## config.mk

```make
export PLATFORM = sky130hd
export DESIGN_NAME = instruction_word_decoder
export DESIGN_NICKNAME = d
export VERILOG_FILES = /design/src/verilog/instr_decode_pkg.sv /design/src/verilog/phase_counter.sv /design/src/verilog/instruction_word_decoder.sv
export VERILOG_INCLUDE_DIRS = /design/src /design/src/verilog
export SDC_FILE = /design/constraint.sdc
export NUM_CORES = 1
export LEC_CHECK = 0
export BUFFER_PORTS_ARGS = -buffer_cell sky130_fd_sc_hd__buf_2
export CAP_MARGIN = 20
export CORE_ASPECT_RATIO = 1.5
export CORE_MARGIN = 2
export CORE_UTILIZATION = 57
export CTS_BUF_LIST = sky130_fd_sc_hd__clkbuf_4
export DETAILED_ROUTE_END_ITERATION = 12
export GPL_ROUTABILITY_DRIVEN = 0
export PLACE_DENSITY_LB_ADDON = 0.08
export SYNTH_ARGS = -nofsm -noshare
export SYNTH_HDL_FRONTEND = slang
export SYNTH_SLANG_ARGS = --single-unit
```

## constraint.sdc

```tcl
create_clock -name clk_sys -period 4.65 [get_ports clk_sys]
set_clock_uncertainty 0.2 [all_clocks]
set_input_delay 0.2325 -clock clk_sys [delete_from_list [all_inputs] [get_ports clk_sys]]
set_output_delay 0.2325 -clock clk_sys [all_outputs]
set_load 0.02 [all_outputs]
```

## src/verilog/instr_decode_regs.svh

```systemverilog
`ifndef INSTR_DECODE_REGS_SVH
`define INSTR_DECODE_REGS_SVH
// Function
// - Keep a 21-bit table pointer addressing program memory for table access.
// - Byte ops take low byte as file address; d=0 accumulator, d=1 file.
// - Access bit zero selects access bank; one uses bank select upper bits.
// - File-to-file move is two words, 12-bit source then 1111-prefixed dest.
// - Bit ops decode a 3-bit bit number plus access bit and file address.
// - Literal ops take an 8-bit immediate from the low byte.
// - Jump and call build 20-bit target from two words, second 1111-prefixed.
// - Unconditional relative jump decodes an 11-bit offset from bits 10:0.
// - Conditional branches decode an 8-bit offset from bits 7:0.
// - Add ops 0010 01da and 00da, one cycle, update all five flags.
// - Logical ops OR, AND, complement, one cycle, update zero and negative.
// - Compare-skip ops under 0110, one or three cycles, no flag change.
// - Increment and decrement skip-if-zero store result, skip, keep flags.
// - File-to-file move executes in two instruction cycles, no flag change.
// - A lone 1111-prefixed second word executes as a no-operation.
// - One instruction cycle spans four oscillator periods.
// - Fast bit on call or return saves or restores via shadow registers.

// ----------------------------------------------------------------------
// Field positions and constants
// ----------------------------------------------------------------------
`define DEC_TABLE_POINTER_W 21
`define DEC_DEST_BIT 9
`define DEC_ACC_BIT 8
`define DEC_FAST_BIT 8
`define DEC_SECOND_PFX 4'hf
`define DEC_PHASES 2'h3
`define FLAG_C 5'h01
`define FLAG_DIGIT_CARRY 5'h02
`define FLAG_Z 5'h04
`define FLAG_OVERFLOW 5'h08
`define FLAG_N 5'h10
`define FLAG_ALL 5'h1f
`define FLAG_NONE 5'h00
`endif

```

## src/verilog/instr_decode_pkg.sv

```systemverilog
package instr_decode_pkg;
   // Decoded operation classes.
   typedef enum logic [4:0]
   {
      op_nop = 5'h00,
      op_add = 5'h01,
      op_add_with_carry = 5'h02,
      op_or = 5'h03,
      op_and = 5'h04,
      op_complement = 5'h05,
      op_cmp_skip_equal = 5'h06,
      op_cmp_skip_greater = 5'h07,
      op_cmp_skip_less = 5'h08,
      op_inc_skip_zero = 5'h09,
      op_dec_skip_zero = 5'h0a,
      op_file_to_file_move = 5'h0b,
      op_relative_jump = 5'h0c,
      op_branch_cond = 5'h0d,
      op_goto = 5'h0e,
      op_call = 5'h0f,
      op_return = 5'h10,
      op_bit = 5'h11,
      op_literal = 5'h12,
      op_unknown = 5'h13
   } op_type;

   typedef enum logic [1:0]
   {
      st_first = 2'b00,
      st_second = 2'b01
   } seq_type;
endpackage

```

## src/verilog/phase_counter.sv

```systemverilog
`timescale 1ns/1ps
`include "instr_decode_regs.svh"
// ----------------------------------------------------------------------
// Four-phase instruction cycle timer
// ----------------------------------------------------------------------
module phase_counter
(
   input wire logic clk_sys,
   input wire logic resetn,
   output logic [1:0] phase,
   output logic cycle_end
);
   // Each oscillator period is one clk_sys edge; four make a cycle.
   always_ff @(posedge clk_sys)
   begin
      if (!resetn)
         phase <= 2'h0;
      else
         phase <= phase + 2'h1;
   end

   // The last phase marks the edge on which the decoder takes a word.
   assign cycle_end = (phase == `DEC_PHASES);

   a_phase_wrap: assert property (@(posedge clk_sys)
      disable iff (!resetn)
      cycle_end |=> (phase == 2'h0))
      else $error("Phase did not wrap after cycle end.");
endmodule

```

## src/verilog/instruction_word_decoder.sv

```systemverilog
`timescale 1ns/1ps
`include "instr_decode_regs.svh"
// ----------------------------------------------------------------------
// Instruction word decoder
// ----------------------------------------------------------------------
module instruction_word_decoder
(
   input wire logic clk_sys,
   input wire logic resetn,
   input wire logic [15:0] instr_word,
   input wire logic [3:0] bank_select_reg,
   input wire logic skip_taken,
   input wire logic table_pointer_load,
   input wire logic [20:0] table_pointer_value,
   input wire logic table_pointer_inc,
   output logic [4:0] op_code_out_reg,
   output logic dest_file_reg,
   output logic [11:0] file_addr_reg,
   output logic [11:0] dest_addr_reg,
   output logic [2:0] bit_pos_reg,
   output logic [7:0] literal_reg,
   output logic [19:0] target_reg,
   output logic [10:0] rel_offset_reg,
   output logic [4:0] flag_mask_reg,
   output logic [1:0] cycles_reg,
   output logic shadow_save_reg,
   output logic shadow_restore_reg,
   output logic decode_valid_reg,
   output logic [20:0] table_pointer_reg
);
   logic [1:0] phase;
   logic cycle_end;
   instr_decode_pkg::seq_type seq_reg;
   instr_decode_pkg::op_type op_next;
   instr_decode_pkg::op_type pend_reg;
   logic [11:0] fa_next;
   logic [4:0] mask_next;
   logic [1:0] cyc_next;
   logic [7:0] low_byte_reg;
   logic is_second;

   phase_counter u_phase
   (
      .clk_sys(clk_sys),
      .resetn(resetn),
      .phase(phase),
      .cycle_end(cycle_end)
   );

   // Second words carry four ones on top; alone they execute as a no-op.
   assign is_second = (instr_word[15:12] == `DEC_SECOND_PFX);

   // Classify the word; only the fixed opcode bits are compared, so don't-care
   // bits fall through untouched.
   always_comb
   begin
      op_next = instr_decode_pkg::op_unknown;
      mask_next = `FLAG_NONE;
      cyc_next = 2'h1;
      case (instr_word[15:12])
         4'h0:
            if (instr_word[11:0] == 12'h000)
               op_next = instr_decode_pkg::op_nop;
            else if (instr_word[11:1] == 11'h009)
               op_next = instr_decode_pkg::op_return;
         4'h1:
         begin
            mask_next = `FLAG_Z | `FLAG_N;
            case (instr_word[11:10])
               2'h0: op_next = instr_decode_pkg::op_or;
               2'h1: op_next = instr_decode_pkg::op_and;
               2'h3: op_next = instr_decode_pkg::op_complement;
               default:
               begin
                  op_next = instr_decode_pkg::op_unknown;
                  mask_next = `FLAG_NONE;
               end
            endcase
         end
         4'h2:
            case (instr_word[11:10])
               2'h1:
               begin
                  op_next = instr_decode_pkg::op_add;
                  mask_next = `FLAG_ALL;
               end
               2'h0:
               begin
                  op_next = instr_decode_pkg::op_add_with_carry;
                  mask_next = `FLAG_ALL;
               end
               2'h3: op_next = instr_decode_pkg::op_dec_skip_zero;
               default: op_next = instr_decode_pkg::op_unknown;
            endcase
         4'h3:
            if (instr_word[11:10] == 2'h3)
               op_next = instr_decode_pkg::op_inc_skip_zero;
         4'h6:
            case (instr_word[11:9])
               3'h1: op_next = instr_decode_pkg::op_cmp_skip_equal;
               3'h2: op_next = instr_decode_pkg::op_cmp_skip_greater;
               3'h0: op_next = instr_decode_pkg::op_cmp_skip_less;
               default: op_next = instr_decode_pkg::op_unknown;
            endcase
         4'h7, 4'h8, 4'h9, 4'ha, 4'hb:
            op_next = instr_decode_pkg::op_bit;
         4'hc:
         begin
            op_next = instr_decode_pkg::op_file_to_file_move;
            cyc_next = 2'h2;
         end
         4'hd:
            if (!instr_word[11])
               op_next = instr_decode_pkg::op_relative_jump;
         4'he:
            if (instr_word[11] == 1'b0)
               op_next = instr_decode_pkg::op_branch_cond;
            else if (instr_word[11:9] == 3'h6)
            begin
               op_next = instr_decode_pkg::op_call;
               cyc_next = 2'h2;
            end
            else if (instr_word[11:8] == 4'hf)
            begin
               op_next = instr_decode_pkg::op_goto;
               cyc_next = 2'h2;
            end
         4'hf:
            op_next = instr_decode_pkg::op_nop;
         default:
            op_next = instr_decode_pkg::op_unknown;
      endcase
      // Skip-capable ops stretch to three cycles when the skip hits.
      if (skip_taken && (op_next == instr_decode_pkg::op_cmp_skip_equal
         || op_next == instr_decode_pkg::op_cmp_skip_greater
         || op_next == instr_decode_pkg::op_cmp_skip_less
         || op_next == instr_decode_pkg::op_inc_skip_zero
         || op_next == instr_decode_pkg::op_dec_skip_zero))
         cyc_next = 2'h3;
   end

   // Banked address: access bit clear forces the access bank.
   always_comb
   begin
      if (instr_word[`DEC_ACC_BIT])
         fa_next = {bank_select_reg, instr_word[7:0]};
      else
         fa_next = {4'h0, instr_word[7:0]};
   end

   // Word sequencing, advanced once per instruction cycle.
   always_ff @(posedge clk_sys)
   begin
      if (!resetn)
      begin
         seq_reg <= instr_decode_pkg::st_first;
         pend_reg <= instr_decode_pkg::op_nop;
         low_byte_reg <= 8'h00;
      end
      else if (cycle_end)
      begin
         case (seq_reg)
            instr_decode_pkg::st_first:
               if (cyc_next == 2'h2)
               begin
                  seq_reg <= instr_decode_pkg::st_second;
                  pend_reg <= op_next;
                  low_byte_reg <= instr_word[7:0];
               end
            instr_decode_pkg::st_second:
               seq_reg <= instr_decode_pkg::st_first;
            default:
               seq_reg <= instr_decode_pkg::st_first;
         endcase
      end
   end

   // Decoded outputs, registered at the end of each instruction cycle.
   always_ff @(posedge clk_sys)
   begin
      if (!resetn)
      begin
         op_code_out_reg <= 5'h00;
         dest_file_reg <= 1'b0;
         file_addr_reg <= 12'h000;
         dest_addr_reg <= 12'h000;
         bit_pos_reg <= 3'h0;
         literal_reg <= 8'h00;
         target_reg <= 20'h00000;
         rel_offset_reg <= 11'h000;
         flag_mask_reg <= 5'h00;
         cycles_reg <= 2'h0;
         shadow_save_reg <= 1'b0;
         shadow_restore_reg <= 1'b0;
         decode_valid_reg <= 1'b0;
      end
      else if (cycle_end)
      begin
         decode_valid_reg <= 1'b1;
         if (seq_reg == instr_decode_pkg::st_second)
         begin
            // Second word: only its payload is used; a bad prefix gives nop.
            op_code_out_reg <= is_second ? pend_reg
               : instr_decode_pkg::op_nop;
            flag_mask_reg <= `FLAG_NONE;
            cycles_reg <= 2'h2;
            if (pend_reg == instr_decode_pkg::op_file_to_file_move)
               dest_addr_reg <= instr_word[11:0];
            else
               target_reg <= {instr_word[11:0], low_byte_reg};
         end
         else
         begin
            op_code_out_reg <= op_next;
            flag_mask_reg <= mask_next;
            cycles_reg <= cyc_next;
            dest_file_reg <= instr_word[`DEC_DEST_BIT];
            file_addr_reg <= (op_next
               == instr_decode_pkg::op_file_to_file_move)
               ? instr_word[11:0] : fa_next;
            bit_pos_reg <= instr_word[11:9];
            literal_reg <= instr_word[7:0];
            rel_offset_reg <= (op_next == instr_decode_pkg::op_relative_jump)
               ? instr_word[10:0] : {3'h0, instr_word[7:0]};
            shadow_save_reg <= (op_next == instr_decode_pkg::op_call)
               && instr_word[`DEC_FAST_BIT];
            shadow_restore_reg <= (op_next == instr_decode_pkg::op_return)
               && instr_word[0];
         end
      end
   end

   // Table pointer for program memory table access.
   always_ff @(posedge clk_sys)
   begin
      if (!resetn)
         table_pointer_reg <= 21'h000000;
      else if (table_pointer_load)
         table_pointer_reg <= table_pointer_value;
      else if (table_pointer_inc)
         table_pointer_reg <= table_pointer_reg + 21'h000001;
   end

   // Decode checks look one clock after the decode edge, once it settled.
   a_add_flags: assert property (@(posedge clk_sys)
      disable iff (!resetn)
      (cycle_end && seq_reg == instr_decode_pkg::st_first
      && instr_word[15:10] == 6'h09)
      |=> (flag_mask_reg == `FLAG_ALL && cycles_reg == 2'h1))
      else $error("Add did not set full flag mask.");
   a_logic_flags: assert property (@(posedge clk_sys)
      disable iff (!resetn)
      (cycle_end && seq_reg == instr_decode_pkg::st_first
      && instr_word[15:12] == 4'h1 && instr_word[11:10] != 2'h2)
      |=> (flag_mask_reg == 5'h14))
      else $error("Logical op flag mask wrong.");
   a_move_two: assert property (@(posedge clk_sys)
      disable iff (!resetn)
      (cycle_end && seq_reg == instr_decode_pkg::st_first
      && instr_word[15:12] == 4'hc)
      |=> (file_addr_reg == $past(instr_word[11:0])
      && seq_reg == instr_decode_pkg::st_second))
      else $error("Move first word not captured.");
   a_lone_nop: assert property (@(posedge clk_sys)
      disable iff (!resetn)
      (cycle_end && seq_reg == instr_decode_pkg::st_first && is_second)
      |=> (op_code_out_reg == 5'h00))
      else $error("Lone second word not a no-op.");
   a_bank_sel: assert property (@(posedge clk_sys)
      disable iff (!resetn)
      (cycle_end && seq_reg == instr_decode_pkg::st_first
      && instr_word[15:12] == 4'h2 && !instr_word[8])
      |=> (file_addr_reg[11:8] == 4'h0))
      else $error("Access bank not forced.");
   a_skip_cycles: assert property (@(posedge clk_sys)
      disable iff (!resetn)
      (cycle_end && seq_reg == instr_decode_pkg::st_first
      && instr_word[15:9] == 7'h31 && skip_taken)
      |=> (cycles_reg == 2'h3 && flag_mask_reg == 5'h00))
      else $error("Skip compare cycles wrong.");
   a_rel_jump: assert property (@(posedge clk_sys)
      disable iff (!resetn)
      (cycle_end && seq_reg == instr_decode_pkg::st_first
      && instr_word[15:11] == 5'h1a)
      |=> (rel_offset_reg == $past(instr_word[10:0])))
      else $error("Relative offset wrong.");
   a_tbl_load: assert property (@(posedge clk_sys)
      disable iff (!resetn)
      table_pointer_load
      |=> (table_pointer_reg == $past(table_pointer_value)))
      else $error("Table pointer load lost.");
endmodule

```

Word level (Yosys, flattened, before mapping)
Cells that the tools add are included.

word-level totals
  bits in registers = 120
  input bits = 46
  output and inout bits = 103
  word-level logic and storage cells = 107

cells by class
  $add $sub $neg = 2
  equality and inequality tests = 34
  multiplexer cells = 30
  bitwise operators = 2
  reductions and logical operators = 21

operators with widths
  kind                   number
  $mux 5                 11
  $pmux 5 s10            1
  $pmux 5 s3             3
  $mux 21                2
  $eq 4x4->1 const B     9
  $eq 5x4->1 const B     7
  $mux 12                2
  $add 21x1->21 const B  1
  $mux 2                 8
  $logic_not 12->1       1
  $eq 11x4->1 const B    1
  $mux 11                1
  $eq 5x3->1 const B     2
  $pmux 5 s2             1
  $reduce_and 3->1       3
  $eq 4x2->1 const B     2
  $eq 4x3->1 const B     2
  $eq 2x2->1 const B     3
  $eq 5x5->1 const B     1
  $reduce_or 5->1        1
  $eq 2x1->1 const B     2
  $eq 4x1->1 const B     1
  $logic_not 2->1        2
  $logic_not 4->1        1
  14 further kinds       21

Logic depth before layout (Yosys ltp)
  depth after elaboration = 15
  depth in mapped cells = 9
  mapped depth without buffers = 8

Cells and area by module
From an unflattened synthesis, not the netlist that was laid out.

unflattened totals
  cell total of the unflattened synthesis = 530
  area total of the unflattened synthesis = 4648.2 µm²

modules (own cells, without submodules)
  module                    instances  cells each  area an instance (µm²)  sequential area each (µm²)
  instruction_word_decoder  1          525         4575.6                  1941.9
  phase_counter             1          5           72.6                    40.0

Worst setup path after synthesis
No wires, ideal clock.

  path type = input-to-reg
  from = input instr_word[10]
  to = register file_addr_reg[8]
  setup time = 117 ps
  arrival time = 1881 ps
  data required time = 4333 ps
  slack = 2452 ps
  stages on the path = 9
  buffers on the path = 1
  path through = buf_6 inv_1 ha_1 nor4b_1 o2bb2ai_1 a31oi_2 a211oi_4 o21bai_1 a32o_1

between the ends
  cells in the longest elaborated chain, start to end = 7
  elaborated cells between the ends (all ways) = 22
  those cells by class = 8 x eq/ne; 11 x mux; 3 x reduce/logical

ends and longest elaborated chain
  element               RTL line                         RTL
  from (decl)           instruction_word_decoder.sv:10   input wire logic [15:0] instr_word,
  $eq 4x4->1            instruction_word_decoder.sv:123  else if (instr_word[11:8] == 4'hf)
  $mux 5                instruction_word_decoder.sv:123
  $mux 5                instruction_word_decoder.sv:118  else if (instr_word[11:9] == 3'h6)
  $mux 5                instruction_word_decoder.sv:116  if (instr_word[11] == 1'b0)
  $pmux 5 s10 *         instruction_word_decoder.sv:60   case (instr_word[15:12])
  $eq 5x4->1 *          instruction_word_decoder.sv:219  == instr_decode_pkg::op_file_to_file_move)
  $mux 12 *             instruction_word_decoder.sv:220  ? instr_word[11:0] : fa_next;
  to (signal assigned)  instruction_word_decoder.sv:218  file_addr_reg <= (op_next
  to (decl)             instruction_word_decoder.sv:18   output logic [11:0] file_addr_reg,

Mark *: on every way between the ends. The rest lies on a longest branch, timed or not.
A chain may end at the register's enable or synchronous reset.

Final worst setup path
  from = input instr_word[11]
  to = register op_code_out_reg[0]

between the ends
  cells in the longest elaborated chain, start to end = 6
  elaborated cells between the ends (all ways) = 21
  those cells by class = 7 x eq/ne; 11 x mux; 3 x reduce/logical

ends and longest elaborated chain
  element               RTL line                         RTL
  $eq 4x4->1            instruction_word_decoder.sv:123
  $mux 5                instruction_word_decoder.sv:123
  $mux 5                instruction_word_decoder.sv:118
  $mux 5                instruction_word_decoder.sv:116
  $pmux 5 s10 *         instruction_word_decoder.sv:60
  $mux 5 *              instruction_word_decoder.sv:200  if (seq_reg == instr_decode_pkg::st_second)
  to (signal assigned)  instruction_word_decoder.sv:203  op_code_out_reg <= is_second ? pend_reg
  to (signal assigned)  instruction_word_decoder.sv:214  op_code_out_reg <= op_next;
  to (decl)             instruction_word_decoder.sv:16   output logic [4:0] op_code_out_reg,

Marked as above.

==> qor.txt <==
Ys Warns = 0
Initial antenna violation count = 0
# setup viols final = 0
Post-synth top area share = 40.77%
R2R Path End = table_pointer_reg[20]$_SDFFE_PN0P_
DR pass1 iterations = 5
CTS root buf = clkbuf_4
Port bufs = 148
Effective utilization at floorplan = 58.13%
CP Launch Point = instr_word[11]
Switching Power = 0.0004734 W
Post-DP HPWL = 8425 um
H-tree levels = 3
Worst setup SP type = input pin
Sequential share of the synthesized area = 40.77%
Yosys cell types = 65
Post-synthesis xor/xnor area fraction = 3.784%
Worst EP required = 4.82 ns
Final Power = 0.001626 W
Critical Path Sink = op_code_out_reg[0]$_SDFFE_PN0N_
IO Pins = 149
Design Area, Final = 6143 um2
Average instance area after synthesis = 8.886 um2
Synth Flop Type = dfxtp_1
Pint = 0.001152 W
Max Cap Viol = 0
Met1 wire length = 5028 um
Synth Area in Compound Gates = 16.73%
Total gr overflow = 0
Final period utilization = 63.54%
Initial drt markers = 197
Die Area = 9298 um2
Maximum vdd drop = 213.5 uV
DR vias = 4514
Post-synth top cells = dfxtp_1, nand2_1, nor2b_1
Unrepaired setup endpoints after global routing = no
Power Dens Cells = 264.6 nW/um2
Hold WC Path Type = input pin to flop
FF-to-FF path depth = 8
Post-synthesis adder-cell area fraction = 2.059%
Met2 wire length = 6663 um
R2r setup slk = 1.72 ns
Maximum clock insertion buffer count = 2
Fraction of layout cells with a size suffix above 1 = 26.05%
Hold_buf cts = 52
# Post-CTS Setup Buffers = 0
Place WS = 1.833 ns
Sink Count = 99
Status = finished, final reports clean
Endpoint class of the critical path = flop
Crit path max fanout = 16
Async SR Flop Fraction = 0%
Highest Signal Layer = met4
Relative slew slack = 29.58%
Setup TNS = 0 ns
Largest net degree at the start of global routing = 76
Logic pwr share = 15.5%
Sw Share = 29.12%
Crit path top cell by count = o21ai_0
EDFF count, synth = 0
Period minus WS final = 2.955 ns
Core ar. = 8362 um2
Total GRT Usage = 27.62%
Area leader, netlist = dfxtp_1
Critical-path top delay cell = nor3_1
NumNets Final = 763
Clock latency on the worst-skew pair = 0.45 ns
Worst-Margin Slew = 1.056 ns
Post-route setup slack = 1.695 ns
# diodes = 0
Crit path kind = input pin to flop
Vias in the first global route = 4258
Post-Synth Simple-Gate Area = 23.63%
Final wirelength = 12720 um
DRC Markers = 0
Reg power frac = 54.8%
Main combinational cell family by area after synthesis = simple AND/OR/NAND/NOR gates
Detail Route Antenna Nets = 0
Synth top area cells = dfxtp_1, mux2i_1, nand2_1
CTS buffer count = 9
Die H = 117.1 um
Fmax achieved = 0.3384 GHz
Cell Chain, Critical Path = dlygate4sd3_1 -> buf_2 -> inv_1 -> ha_1 -> nor2b_1 -> o21ai_0 -> o2111ai_1 -> nor3_1 -> o21ai_0 -> and2_1
Mapped Area = 4861 um2
Final Core Density = 73.47%
Met3 Wirelength = 781 um
Post-CTS sizing = 0
Post-Syn Nets = 601
P_leak = 2.785 nW
Clk pin slew, worst setup/hold paths = 0.17 ns
First-pass GRT wire length = 20100 um
#FFs+latches synth = 99
Multiplexer area fraction after synthesis = 6.178%
Vias per inst = 5.498
CTS tree = yes
WL per Instance = 15.49 um
Clock Power Share = 29.8%
Most common cell in the netlist = dfxtp_1
Final hold violation count = 0
Die width = 79.40 um
Syn Inst Count = 547
# rows = 41
Slowest cell delay on critical path = 0.60 ns
Max Slew Vio Count = 0
Number of flip-flops under the largest register name = 21
Critical path arrival = 3.13 ns
Reg-to-Reg Start = table_pointer_reg[0]$_SDFFE_PN0P_
Area grow syn2layout = 26.38%
Dpl cell area = 5468 um2
==> how the worst min path moves through the flow <==
stage | startpoint | end | slack (ns) | depth (start not counted)
after floorplan | instr_word[2] | low_byte_reg[2]$_SDFFE_PN0P_ | 0.17 | 2
after global placement | u_phase.phase[0]$_SDFF_PN0_ | u_phase.phase[0]$_SDFF_PN0_ | 0.21 | 1
after detailed placement | u_phase.phase[0]$_SDFF_PN0_ | u_phase.phase[0]$_SDFF_PN0_ | 0.22 | 1
after CTS | instr_word[13] | rel_offset_reg[9]$_SDFFE_PN0P_ | 0.07 | 4
after global routing | instr_word[13] | rel_offset_reg[9]$_SDFFE_PN0P_ | 0.12 | 4
final | instr_word[13] | rel_offset_reg[9]$_SDFFE_PN0P_ | 0.11 | 4
==> stage by stage <==
stage | cells | hold slack, ns
after floorplan | 547 | 0.1673
after global placement | 753 | 0.2065
after detailed placement | 753 | 0.2168
after CTS | 821 | 0.07182
after global routing | 821 | 0.1183
final | 821 | 0.1111
==> power by group through the flow <==
| stage | Clock, W | Sequential (W) | Combinational [W] |
|---|---|---|---|
| CTS | 0.000497 | 0.000889 | 0.000246 |
| detailed placement | 0 | 0.000907 | 0.000210 |
| finish | 0.000484 | 0.000890 | 0.000251 |
| global placement | 0 | 0.000906 | 0.000207 |
| global route | 0.000523 | 0.000893 | 0.000272 |
| floorplan | 0 | 0.000928 | 0.000122 |
==> metal layers <==
| layer | vias to the layer above | track usage, % |
|---|---|---|
| li1 | 2197 | - |
| met2 | 197 | 51.58 |
| met5 | - | 0 |
| met3 | 26 | 5.521 |
| met4 | 0 | 9.540 |
| met1 | 2094 | 31.08 |
==> kinds of logic after synthesis <==
kind of cell / after synthesis
buf+inv: 61
fa+ha+maj: 8
simple gates: 217
flops: 99
xor+xnor: 21
mux: 30
compound gates: 111
==> area by class of cell <==
cell class              count  area, um2
clock buffers               9      67.56
clock inverters             7      87.58
fillers                   639       2218
inverters                   8      30.03
multi-input cells         387       2551
flip-flops and latches     99       1982
well taps                 107      133.9
repair buffers            204       1291
==> cell usage in the layout (no fill, tap or decap), types with 3 or more instances in the layout <==
cell type,Yosys,routed
a21boi_0,19,19
nor4_1,6,6
nor2_1,15,15
o211a_1,7,7
nor2b_1,41,41
a22oi_1,4,4
xor2_1,10,10
nor3b_1,3,3
nor3_1,12,11
dfxtp_1,99,99
clkbuf_4,0,9
a211oi_2,4,4
xnor2_1,11,11
o21a_1,3,3
nand3_1,8,8
buf_2,11,148
a21oi_1,14,14
nand2b_1,6,6
and3_1,5,5
dlygate4sd3_1,0,52
buf_4,22,4
o21ai_1,3,3
mux2i_1,30,30
and2_1,20,20
o21ai_0,27,27
a21boi_1,7,7
ha_1,8,8
nand2_1,75,75
inv_1,7,7
nand4_1,11,11
==> worst max-delay path: cells and delay by family <==
family	cells	cell delay, ns
AO/OA/AOI/OAI	3	0.62
AND/OR/NAND/NOR	3	0.93
buffers and inverters	3	1.03
adder cells (fa/ha/maj)	1	0.30
Power figures use the tool's default switching activity.
